<file path="src/inc/als_wait_regs.vh">
// Purpose: register offsets, fields, reset values and timing counts of the light alert block
// Assumes: byte-wide register port, 250 MHz clock
// Notes:   included by its bare name
`ifndef ALS_WAIT_REGS_VH
`define ALS_WAIT_REGS_VH
// ==========================================
// offsets
`define OFS_ENABLE       8'h80
`define OFS_WAIT_PERIOD  8'h83
`define OFS_LOW_LOWER    8'h84
`define OFS_LOW_UPPER    8'h85
`define OFS_HIGH_LOWER   8'h86
`define OFS_HIGH_UPPER   8'h87
`define OFS_PERSIST      8'h8c
`define OFS_CONFIG_ZERO  8'h8d
`define OFS_STATUS       8'h93
`define OFS_INT_ENABLE   8'hdd
// ==========================================
// field positions
`define BIT_POWER_ON     0
`define BIT_MEASURE_EN   1
`define BIT_WAIT_EN      3
`define BIT_WAIT_X12     2
`define BIT_ALERT_FLAG   4
`define BIT_ALERT_IRQ_EN 4
// ==========================================
// reset values
`define RST_ENABLE       8'h00
`define RST_WAIT_PERIOD  8'h00
`define RST_LIMIT_BYTE   8'h00
`define RST_PERSIST      8'h00
`define RST_CONFIG_ZERO  8'h80
`define RST_INT_ENABLE   8'h00
// ==========================================
// timing
`define CLK_PERIOD_NS    4
`define WAIT_TICK_NS     2800000
`define WAIT_TICK_CYCLES (`WAIT_TICK_NS / `CLK_PERIOD_NS)
`define WAIT_LONG_FACTOR 12
`endif

</file>
<file path="src/rtl/als_wait_threshold_persist.v">
// Purpose: wait timer, limit registers and persistence alert of a light sensor
// Assumes: register port driven by the serial target logic on this clock
// Notes:   measurement itself lives outside; vis_result carries its result, meas_done marks it
`default_nettype none
`include "als_wait_regs.vh"
module als_wait_threshold_persist #(
   parameter TICK_CYCLES = `WAIT_TICK_CYCLES
) (
   input  wire        clock,
   input  wire        srst,
   input  wire [7:0]  reg_addr,
   input  wire [7:0]  reg_wdata,
   input  wire        reg_wr,
   input  wire        reg_rd,
   output reg  [7:0]  reg_rdata_r,
   input  wire        meas_done,
   input  wire [15:0] vis_result,
   output reg         meas_go_r,
   output reg         wait_active_r,
   output reg         int_out_r,
   output reg         int_oe_r
);
   // ==========================================
   // states
   localparam [2:0] ST_IDLE = 3'b001;
   localparam [2:0] ST_MEAS = 3'b010;
   localparam [2:0] ST_WAIT = 3'b100;

   reg  [7:0]  enable_r;
   reg  [7:0]  wait_period_count_r;
   reg  [7:0]  low_limit_lower_byte_r;
   reg  [7:0]  low_limit_upper_byte_r;
   reg  [7:0]  high_limit_lower_byte_r;
   reg  [7:0]  high_limit_upper_byte_r;
   reg  [15:0] low_limit_r;
   reg  [15:0] high_limit_r;
   reg  [7:0]  persist_config_r;
   reg  [7:0]  config_zero_r;
   reg  [7:0]  int_enable_r;
   reg         light_alert_flag_r;
   reg  [2:0]  state_r;
   reg  [2:0]  state_nxt;
   reg  [19:0] tick_cnt_r;
   reg  [11:0] ticks_left_r;
   wire        alert_pulse;
   wire        running;
   wire        tick;
   wire [11:0] wait_base;
   wire [11:0] wait_ticks;

   function wr_hit;
      input [7:0] ofs;
      begin
         wr_hit = reg_wr && (reg_addr == ofs);
      end
   endfunction

   // ==========================================
   // register writes
   always @(posedge clock) begin
      if (srst) begin
         enable_r                <= `RST_ENABLE;
         wait_period_count_r     <= `RST_WAIT_PERIOD;
         low_limit_lower_byte_r  <= `RST_LIMIT_BYTE;
         low_limit_upper_byte_r  <= `RST_LIMIT_BYTE;
         high_limit_lower_byte_r <= `RST_LIMIT_BYTE;
         high_limit_upper_byte_r <= `RST_LIMIT_BYTE;
         low_limit_r             <= {`RST_LIMIT_BYTE, `RST_LIMIT_BYTE};
         high_limit_r            <= {`RST_LIMIT_BYTE, `RST_LIMIT_BYTE};
         persist_config_r        <= `RST_PERSIST;
         config_zero_r           <= `RST_CONFIG_ZERO;
         int_enable_r            <= `RST_INT_ENABLE;
      end else begin
         if (wr_hit(`OFS_ENABLE)) begin
            enable_r <= reg_wdata;
         end
         if (wr_hit(`OFS_WAIT_PERIOD)) begin
            wait_period_count_r <= reg_wdata;
         end
         if (wr_hit(`OFS_LOW_LOWER)) begin
            low_limit_lower_byte_r <= reg_wdata;
         end
         if (wr_hit(`OFS_LOW_UPPER)) begin
            low_limit_upper_byte_r <= reg_wdata;
            low_limit_r            <= {reg_wdata, low_limit_lower_byte_r};
         end
         if (wr_hit(`OFS_HIGH_LOWER)) begin
            high_limit_lower_byte_r <= reg_wdata;
         end
         if (wr_hit(`OFS_HIGH_UPPER)) begin
            high_limit_upper_byte_r <= reg_wdata;
            high_limit_r            <= {reg_wdata, high_limit_lower_byte_r};
         end
         if (wr_hit(`OFS_PERSIST)) begin
            persist_config_r <= reg_wdata;
         end
         // reserved bits stored as written; host keeps them at default
         if (wr_hit(`OFS_CONFIG_ZERO)) begin
            config_zero_r <= reg_wdata;
         end
         if (wr_hit(`OFS_INT_ENABLE)) begin
            int_enable_r <= reg_wdata;
         end
      end
   end

   // ==========================================
   // status flag and interrupt pin
   always @(posedge clock) begin
      if (srst) begin
         light_alert_flag_r <= 1'b0;
         int_oe_r           <= 1'b0;
         int_out_r          <= 1'b0;
      end else begin
         if (wr_hit(`OFS_STATUS) && reg_wdata[`BIT_ALERT_FLAG]) begin
            light_alert_flag_r <= 1'b0;
         end
         // set beats a clear in the same cycle
         if (alert_pulse) begin
            light_alert_flag_r <= 1'b1;
         end
         int_oe_r  <= light_alert_flag_r & int_enable_r[`BIT_ALERT_IRQ_EN];
         int_out_r <= 1'b0;
      end
   end

   // ==========================================
   // register reads
   always @(posedge clock) begin
      if (srst) begin
         reg_rdata_r <= 8'h00;
      end else if (reg_rd) begin
         case (reg_addr)
            `OFS_ENABLE:      reg_rdata_r <= enable_r;
            `OFS_WAIT_PERIOD: reg_rdata_r <= wait_period_count_r;
            `OFS_LOW_LOWER:   reg_rdata_r <= low_limit_lower_byte_r;
            `OFS_LOW_UPPER:   reg_rdata_r <= low_limit_upper_byte_r;
            `OFS_HIGH_LOWER:  reg_rdata_r <= high_limit_lower_byte_r;
            `OFS_HIGH_UPPER:  reg_rdata_r <= high_limit_upper_byte_r;
            `OFS_PERSIST:     reg_rdata_r <= persist_config_r;
            `OFS_CONFIG_ZERO: reg_rdata_r <= config_zero_r;
            `OFS_STATUS:      reg_rdata_r <= {3'h0, light_alert_flag_r, 4'h0};
            `OFS_INT_ENABLE:  reg_rdata_r <= int_enable_r;
            default:          reg_rdata_r <= 8'h00;
         endcase
      end
   end

   // ==========================================
   // measurement and wait sequencing
   assign running = enable_r[`BIT_POWER_ON] & enable_r[`BIT_MEASURE_EN];
   // widened to the parameter's 32 bits so the compare loses no bits
   assign tick    = ({12'h000, tick_cnt_r} == TICK_CYCLES - 1);
   assign wait_base  = {4'h0, wait_period_count_r} + 12'h001;
   assign wait_ticks = config_zero_r[`BIT_WAIT_X12] ? (wait_base * 12'h00c) : wait_base;

   always @* begin
      state_nxt = state_r;
      case (state_r)
         ST_IDLE: begin
            if (running) begin
               state_nxt = ST_MEAS;
            end
         end
         ST_MEAS: begin
            if (!running) begin
               state_nxt = ST_IDLE;
            end else if (meas_done && enable_r[`BIT_WAIT_EN]) begin
               state_nxt = ST_WAIT;
            end
         end
         ST_WAIT: begin
            if (!running) begin
               state_nxt = ST_IDLE;
            end else if (tick && (ticks_left_r == 12'h000)) begin
               state_nxt = ST_MEAS;
            end
         end
         default: state_nxt = ST_IDLE;
      endcase
   end

   always @(posedge clock) begin
      if (srst) begin
         state_r       <= ST_IDLE;
         tick_cnt_r    <= 20'h00000;
         ticks_left_r  <= 12'h000;
         meas_go_r     <= 1'b0;
         wait_active_r <= 1'b0;
      end else begin
         state_r       <= state_nxt;
         meas_go_r     <= (state_nxt == ST_MEAS);
         wait_active_r <= (state_nxt == ST_WAIT);
         if (state_r != ST_WAIT) begin
            tick_cnt_r   <= 20'h00000;
            ticks_left_r <= wait_ticks - 12'h001;
         end else if (tick) begin
            tick_cnt_r   <= 20'h00000;
            ticks_left_r <= ticks_left_r - 12'h001;
         end else begin
            tick_cnt_r <= tick_cnt_r + 20'h00001;
         end
      end
   end

   persist_filter u_persist (
      .clock                 (clock),
      .srst                  (srst),
      .result_valid          (meas_done && (state_r == ST_MEAS)),
      .vis_result            (vis_result),
      .low_limit             (low_limit_r),
      .high_limit            (high_limit_r),
      .persist_filter_select (persist_config_r[3:0]),
      .alert_pulse_r         (alert_pulse)
   );
endmodule // als_wait_threshold_persist
`default_nettype wire

</file>
<file path="src/rtl/persist_filter.v">
// Purpose: consecutive out-of-range counter and alert decision per measurement
// Assumes: one result_valid pulse per completed visible measurement
// Notes:   counter saturates at a nonzero requirement (at 63 when it is zero) so long runs keep alerting
`default_nettype none
module persist_filter (
   input  wire        clock,
   input  wire        srst,
   input  wire        result_valid,
   input  wire [15:0] vis_result,
   input  wire [15:0] low_limit,
   input  wire [15:0] high_limit,
   input  wire [3:0]  persist_filter_select,
   output reg         alert_pulse_r
);
   // ==========================================
   // decode
   reg  [5:0] run_r;
   reg  [5:0] run_nxt;
   reg  [5:0] need;
   wire       below;
   wire       above;
   wire       outside;

   assign below   = vis_result < low_limit;
   assign above   = vis_result > high_limit;
   assign outside = below | above;

   always @* begin
      need = 6'h00;
      if (persist_filter_select < 4'h4) begin
         need = {2'h0, persist_filter_select};
      end else begin
         need = 6'h05 * {2'h0, persist_filter_select - 4'h3};
      end
   end

   // ==========================================
   // counter and decision
   always @* begin
      run_nxt = run_r;
      if (!outside) begin
         run_nxt = 6'h00;
      end else if (run_r < 6'h3f) begin
         run_nxt = run_r + 6'h01;
      end
      if ((need != 6'h00) && (run_nxt > need)) begin
         run_nxt = need;
      end
   end

   always @(posedge clock) begin
      if (srst) begin
         run_r         <= 6'h00;
         alert_pulse_r <= 1'b0;
      end else begin
         alert_pulse_r <= 1'b0;
         if (result_valid) begin
            run_r <= run_nxt;
            if (need == 6'h00) begin
               alert_pulse_r <= 1'b1;
            end else if (outside && (run_nxt == need)) begin
               alert_pulse_r <= 1'b1;
            end
         end
      end
   end
endmodule // persist_filter
`default_nettype wire

</file>
<file path="config.mk">
export PLATFORM = sky130hd
export DESIGN_NAME = als_wait_threshold_persist
export DESIGN_NICKNAME = d
export VERILOG_FILES = /design/src/rtl/als_wait_threshold_persist.v /design/src/rtl/persist_filter.v
export VERILOG_INCLUDE_DIRS = /design/src /design/src/inc
export SDC_FILE = /design/constraint.sdc
export NUM_CORES = 1
export LEC_CHECK = 0
export BUFFER_PORTS_ARGS = -buffer_cell sky130_fd_sc_hd__buf_2
export CORE_MARGIN = 10
export CORE_UTILIZATION = 55
export CTS_CLUSTER_SIZE = 20
export DETAILED_ROUTE_END_ITERATION = 6
export GPL_TIMING_DRIVEN = 0
export PLACE_DENSITY = 0.76
export REMOVE_ABC_BUFFERS = 1
export SLEW_MARGIN = 20
export SYNTH_ARGS = -nofsm -noshare
export SYNTH_HDL_FRONTEND = slang
export SYNTH_HIERARCHICAL = 1
export SYNTH_SLANG_ARGS = --single-unit
</file>
<file path="constraint.sdc">
create_clock -name clock -period 3.9 [get_ports clock]
set_clock_uncertainty 0.15 [all_clocks]
set_input_delay 0 -clock clock [delete_from_list [all_inputs] [get_ports clock]]
set_output_delay 0 -clock clock [all_outputs]
set_load 0.02 [all_outputs]
</file>
; ---- After elaboration in Yosys (flattened, before gate mapping)
; Index checks and enable logic that the tools add are counted.
[classes]
add_sub_neg = 6
mul = 2
div_mod_pow = 0
order_cmp = 5
eq_ne = 18
n_shift = 0
n_mux = 18
bitwise_logic = 4
n_reduce_logical = 23
[op_table]
columns = op, count
row1 = == test 8 bit (second input constant), 10
row2 = one-hot mux 8 bit (10 select lines), 1
row3 = 2-to-1 mux 12 bit, 3
row4 = 2-to-1 mux 6 bit, 4
row5 = subtractor 12 x 1 -> 12 bit (second input constant), 2
row6 = adder 20 x 1 -> 20 bit (second input constant), 1
row7 = == test 20 bit (second input constant), 1
row8 = greater-than comparator 16 bit, 1
row9 = logical AND 1 bit, 16
row10 = < comparator 16 bit, 1
row11 = 2-to-1 mux 3 bit, 5
row12 = logical NOT 12 bit, 1
row13 = multiplier 9 x 2 -> 10 bit (second input constant), 1
row14 = adder 8 x 1 -> 9 bit (second input constant), 1
row15 = one-hot mux 3 bit (3 select lines), 1
row16 = adder 6 x 1 -> 6 bit (second input constant), 1
row17 = == test 3 x 2 -> 1 bit (second input constant), 2
row18 = == test 3 bit (second input constant), 2
row19 = == test 6 bit, 1
row20 = greater-than comparator 6 bit, 1
row21 = logical NOT 6 bit, 1
row22 = < comparator 6 bit (second input constant), 1
row23 = multiplier 3 x 4 -> 6 bit (first input constant), 1
row24 = nonzero test 6 bit, 1
row25 = 11 further kinds, 16
[totals]
reg_bits = 158
latchBits = 0
ramBits = 0
mem_bits_ro = 0
in_bits = 37
out_inout_bits = 12
word_cells = 97
mem_count = 0

; ---- Logic depth before layout (Yosys ltp)
[depth]
ltp_word = 10
ltp_mapped = 17
mapped_depth_nobuf = 16

; ---- Hierarchy
; Netlist, hierarchy kept.
[by_module_without_submodules]
columns = mod, instances, cells_per_inst, area_per_inst_um2, seq_area_each_um2
row1 = als_wait_threshold_persist, 1, 876, 6861.6, 2702.6
row2 = persist_filter, 1, 229, 1732.9, 140.1

; ---- Least setup slack after synthesis
; OpenSTA, ideal clock, no wires.
[synth_path]
kind = reg2reg
start = register persist_config_r[0]
end = register u_persist.run_r[4]
setup_time_ns = 0.096
arrival_time_ns = 3.710
required_ns = 3.654
path_slack_ns = -0.056
path_stages_with_launch = 14
n_path_buf = 0
cell_sequence = dfxtp_1 -> ha_1 -> ha_1 -> ha_1 -> fa_1 -> nand2b_1 -> mux2i_1 -> a22oi_2 -> ha_1 -> a21boi_0 -> o32ai_1 -> and2b_1 -> or2_4 -> o41ai_2
[synth_between]
elab_chain_cells = 6
word_cells_on_any_way = 8
cone_classes = add/sub (1) / mul (1) / order compare (2) / mux (2) / reduce/logical (2)
[synth_rtl]
columns = element, line
row1 = start: declaration, als_wait_threshold_persist.v:37  ; reg [7:0] persist_config_r;
row2 = start signal: assignment, als_wait_threshold_persist.v:70  ; persist_config_r <= `RST_PERSIST;
row3 = start signal: assignment, als_wait_threshold_persist.v:95  ; persist_config_r <= reg_wdata;
row4 = subtractor 4 x 2 -> 4 bit, persist_filter.v:33  ; need = 6'h05 * {2'h0, persist_filter_select - 4'h3};
row5 = multiplier 3 x 4 -> 6 bit, persist_filter.v:33
row6 = 2-to-1 mux 6 bit (*), persist_filter.v:30  ; if (persist_filter_select < 4'h4) begin
row7 = greater-than comparator 6 bit or nonzero test 6 bit (tied branches), persist_filter.v:46  ; if ((need != 6'h00) && (run_nxt > need)) begin
row8 = logical AND 1 bit, persist_filter.v:46
row9 = 2-to-1 mux 6 bit (*), persist_filter.v:46
row10 = end signal: assignment, persist_filter.v:58  ; run_r <= run_nxt;
row11 = end: declaration, persist_filter.v:17  ; reg [5:0] run_r;
; Every way passes the cells marked *; elsewhere a longest branch is shown, timed or not.
; A chain may end at the register's enable or synchronous reset.

; ---- Worst setup path after layout
[layout_path]
start = register persist_config_r[1]
end = register u_persist.run_r[4]
; The elaborated chain is that of the path after synthesis.

==> summary.md <==
| Metric | Value |
|---|---|
| DR pass1 iterations | 5 |
| Setup-failing EPs final | 0 |
| Share of cells above drive strength 1 | 14.55% |
| Outcome | finished with violations |
| Critical-path cell list | a21oi_4, xor2_1, ha_1, ha_2, fa_2, o21ai_2, ha_1, a21oi_2, a21boi_2, o32ai_4, and2b_2, or2_4, o41ai_2 |
| Final GP Congestion | 0.8586 |
| Post-synthesis register bit count | 142 |
| Synth Flop Type | dfxtp_1 |
| Die Span X | 145.0 um |
| Avg WL per Cell | 16.52 um |
| Fillers | 1289 |
| Drt initial violations | 674 |
| Root Driver | clkbuf_16 |
| Worst skew pair latency | 0.43 ns |
| Worst vdd ir | 0.3367 mV |
| Max Freq | 264.9 MHz |
| Slack of the critical path | 0.1248 ns |
| Fin Hold WS | -0.005332 ns |
| Worst-path fanout max | 6 |
| Register area share after synthesis | 33.08% |
| IO buf count | 47 |
| Total global-route track usage | 20.41% |
| Rows | 45 |
| CP endpoint kind | flip-flop |
| Setup TNS | 0 ns |
| CTS tree | yes |
| Critical Path AT | 3.96 ns |
| Crit-path slowest cell | fa_2 |
| Remaining DRCs | 0 |
| Antenna violations before repair | 0 |
| Startpoint types | flip-flop |
| CORE AREA | 0.01526 sq mm |
| Slew @ Worst Pin | 0.8603 ns |
| Total chip power | 0.003226 W |
| Area delta synth->final | 15.74% |
| Lkg Pwr | 3.604 nW |
| First-pass GRT wire length | 36700 um |
| Vias in the first global route | 7480 |
| Die H | 145.0 um |
| Worst hold path class | in -> reg |
| Initial Util | 56.33% |
| Synth warn | 6 |
| EDFF count, synth | 0 |
| Die area | 0.02103 sq mm |
| CTS H-tree depth | 4 |
| Post-Syn Instances | 1105 |
| Post-place setup slack | -0.5945 ns |
| Total CTS buffers | 17 |
| Largest stage delay on the critical path | 0.56 ns |
| Avg Cell Area, Syn | 7.778 sq um |
| Synthesized area | 0.008594 sq mm |
| Final period util | 96.80% |
| Largest net degree at the start of global routing | 97 |
| Routed Antenna Nets | 0 |
| Clock Tree Buf Depth | 2 |
| Rel. slew slack | 42.17% |
| Number of unique standard cell types used by synthesis | 89 |
| Worst-path clk slew | 0.06 ns |
| Power density over the cells | 324.4 mW/mm^2 |
| Max Slew Vio Count | 0 |
| WP data required | 4.08 ns |
| Routed WL | 22570 um |
| Boundary Pins | 49 |
| Final Critical Period | 3.775 ns |
| HPWL reported at the end of detailed placement | 15190 um |
| CP most frequent cell | ha_1 |
| Clock sinks | 142 |
| Fin nets | 1232 |
| Failing checks | hold timing |
| Antenna fix cells | 0 |
| Total congestion overflow | 0 |
| Setup Crit Path Kind | reg -> reg |
| Max-cap violations | 0 |
| Via count | 8108 |
| Hold Fails Final Rpt | 1 |
| Async SR Flop Fraction | 0% |
| Vias/cell | 5.936 |
## critical path: cells and delay by family, from the launching register on
kind            cells  cell delay, ns
xor+xnor            1            0.17
simple gates        2            0.56
fa+ha+maj           4            1.36
flops               1            0.37
compound gates      6            1.08
## cells by family (layout without fill, tap and decap cells)
group | after synthesis | in the layout | synth area share (%)
simple gates | 443 | 443 | 24.98
compound gates | 279 | 279 | 21.15
flops | 142 | 142 | 33.08
buf+inv | 125 | 175 | 6.173
fa+ha+maj | 54 | 54 | 7.920
xor+xnor | 53 | 53 | 5.663
mux | 8 | 8 | 0.9899
other cells | 1 | 1 | 0.04363
## registers in the layout, indices dropped and copies added (netlist names), 6 cells and up
name	cells
low_limit_upper_byte_r	8
reg_rdata_r	8
persist_config_r	8
high_limit_upper_byte_r	8
u_persist/run_r	6
high_limit_r	8
tick_cnt_r	20
high_limit_lower_byte_r	8
low_limit_r	8
config_zero_r	8
wait_period_count_r	8
low_limit_lower_byte_r	8
enable_r	8
int_enable_r	8
ticks_left_r	12
## synth_stat cells (3+ instances only)
cell type	count	area share, %
nor3b_1	4	0.35
and3_1	11	0.80
a21oi_1	132	7.7
and2_1	4	0.29
mux2i_1	6	0.70
nor4_1	5	0.36
a22o_1	8	0.82
xnor2_1	19	1.9
inv_1	52	2.3
nor3_1	9	0.52
a211o_1	3	0.31
buf_4	4	0.35
nand2b_1	6	0.44
o21ai_0	29	1.7
nor2b_1	7	0.51
o31ai_1	3	0.26
nand3b_1	8	0.70
a211oi_1	9	0.79
nor2_1	85	3.7
or3_1	9	0.66
nor3b_2	3	0.44
dfxtp_1	142	33
ha_1	52	7.6
clkbuf_1	49	2.1
or3b_1	5	0.51
xor2_1	31	3.2
nand3_2	3	0.35
a22oi_1	9	0.79
o211ai_1	4	0.35
and2b_1	3	0.26
a221oi_1	9	0.92
buf_2	13	0.76
a21o_1	10	0.87
nand3_1	87	5.1
nand2_1	164	7.2
nand4_1	9	0.66
a31oi_1	18	1.3
o21a_1	3	0.26
and4_1	5	0.51
a222oi_1	10	1.2
buf_6	4	0.52
## routing by layer
| layer | vias up | global-route usage (%) | wire length (um) |
|---|---|---|---|
| met3 | 33 | 4.595 | 1394 |
| li1 | 3987 | - | - |
| met5 | - | 0 | 0 |
| met4 | 0 | 6.537 | 350 |
| met1 | 3822 | 26.34 | 9977 |
| met2 | 266 | 32.98 | 10850 |
## final timing paths
path                            start                  to  slack [ns]  cells after the start
setup / recovery  persist_config_r[1]  u_persist/run_r[4]        0.12                     13
hold / removal                 reg_wr    config_zero_r[6]      -0.005                      3
setup reg to reg  persist_config_r[1]  u_persist/run_r[4]        0.12                     13
hold reg to reg       high_limit_r[5]     high_limit_r[5]        0.31                      2
## placed cells by master (no fill, tap or decap), types with 4 or more instances in the layout
master,n
and2_1,4
a31oi_1,18
o211ai_1,4
ha_1,49
dfxtp_4,6
and4_1,5
nor4_1,4
inv_6,7
a221oi_1,9
a21o_1,10
and3_1,10
nor2b_1,7
nand3_1,87
dfxtp_2,7
nor2_1,82
or3b_1,5
a21oi_1,128
buf_2,46
a211oi_1,8
mux2i_1,6
a222oi_1,10
nand2_1,163
dfxtp_1,129
nand4_1,9
clkbuf_16,17
nand3b_1,8
a22o_1,8
nor3_1,7
inv_1,52
a22oi_1,9
o21ai_0,26
dlygate4sd3_1,24
xor2_1,31
or3_1,9
nand2b_1,6
nor2_2,5
xnor2_1,18
buf_4,16
## power by group
part | switching, W | internal, W
sequential | 0.00000148 | 0.00145
combinational | 0.000102 | 0.0000680
clock | 0.000692 | 0.000916
## per-stage QoR
stage	utilization (%)	area, sq um	cells
3_3_place_gp	57.43	8762	1291
3_5_place_dp	58.01	8851	1296
6_report	65.19	9947	1366
4_1_cts	63.89	9748	1356
5_1_grt	65.19	9947	1366
2_1_floorplan	-	8263	1033
## repair_timing
item / CTS / global route
buffers inserted: 5 / 9
endpoints found under the setup margin: 11 / 11
cloned: 0 / 0
pin swaps: 3 / 6
hold endpoints to repair: 91 / 5
hold buffers: 23 / 1
resized for setup: 14 / 33
## layout make-up
cell class,count,area [sq um],area share (%)
Clock buffer,18,439.2,4.415
Timing Repair Buffer,90,651.9,6.553
Clock inverter,14,142.6,1.434
Multi-Input combinational cell,838,5376,54.05
Tap cell,211,264.0,2.654
Sequential cell,142,2874,28.89
Inverter,53,198.9,2.000
Note: power is estimated with default switching activity, not from simulation.
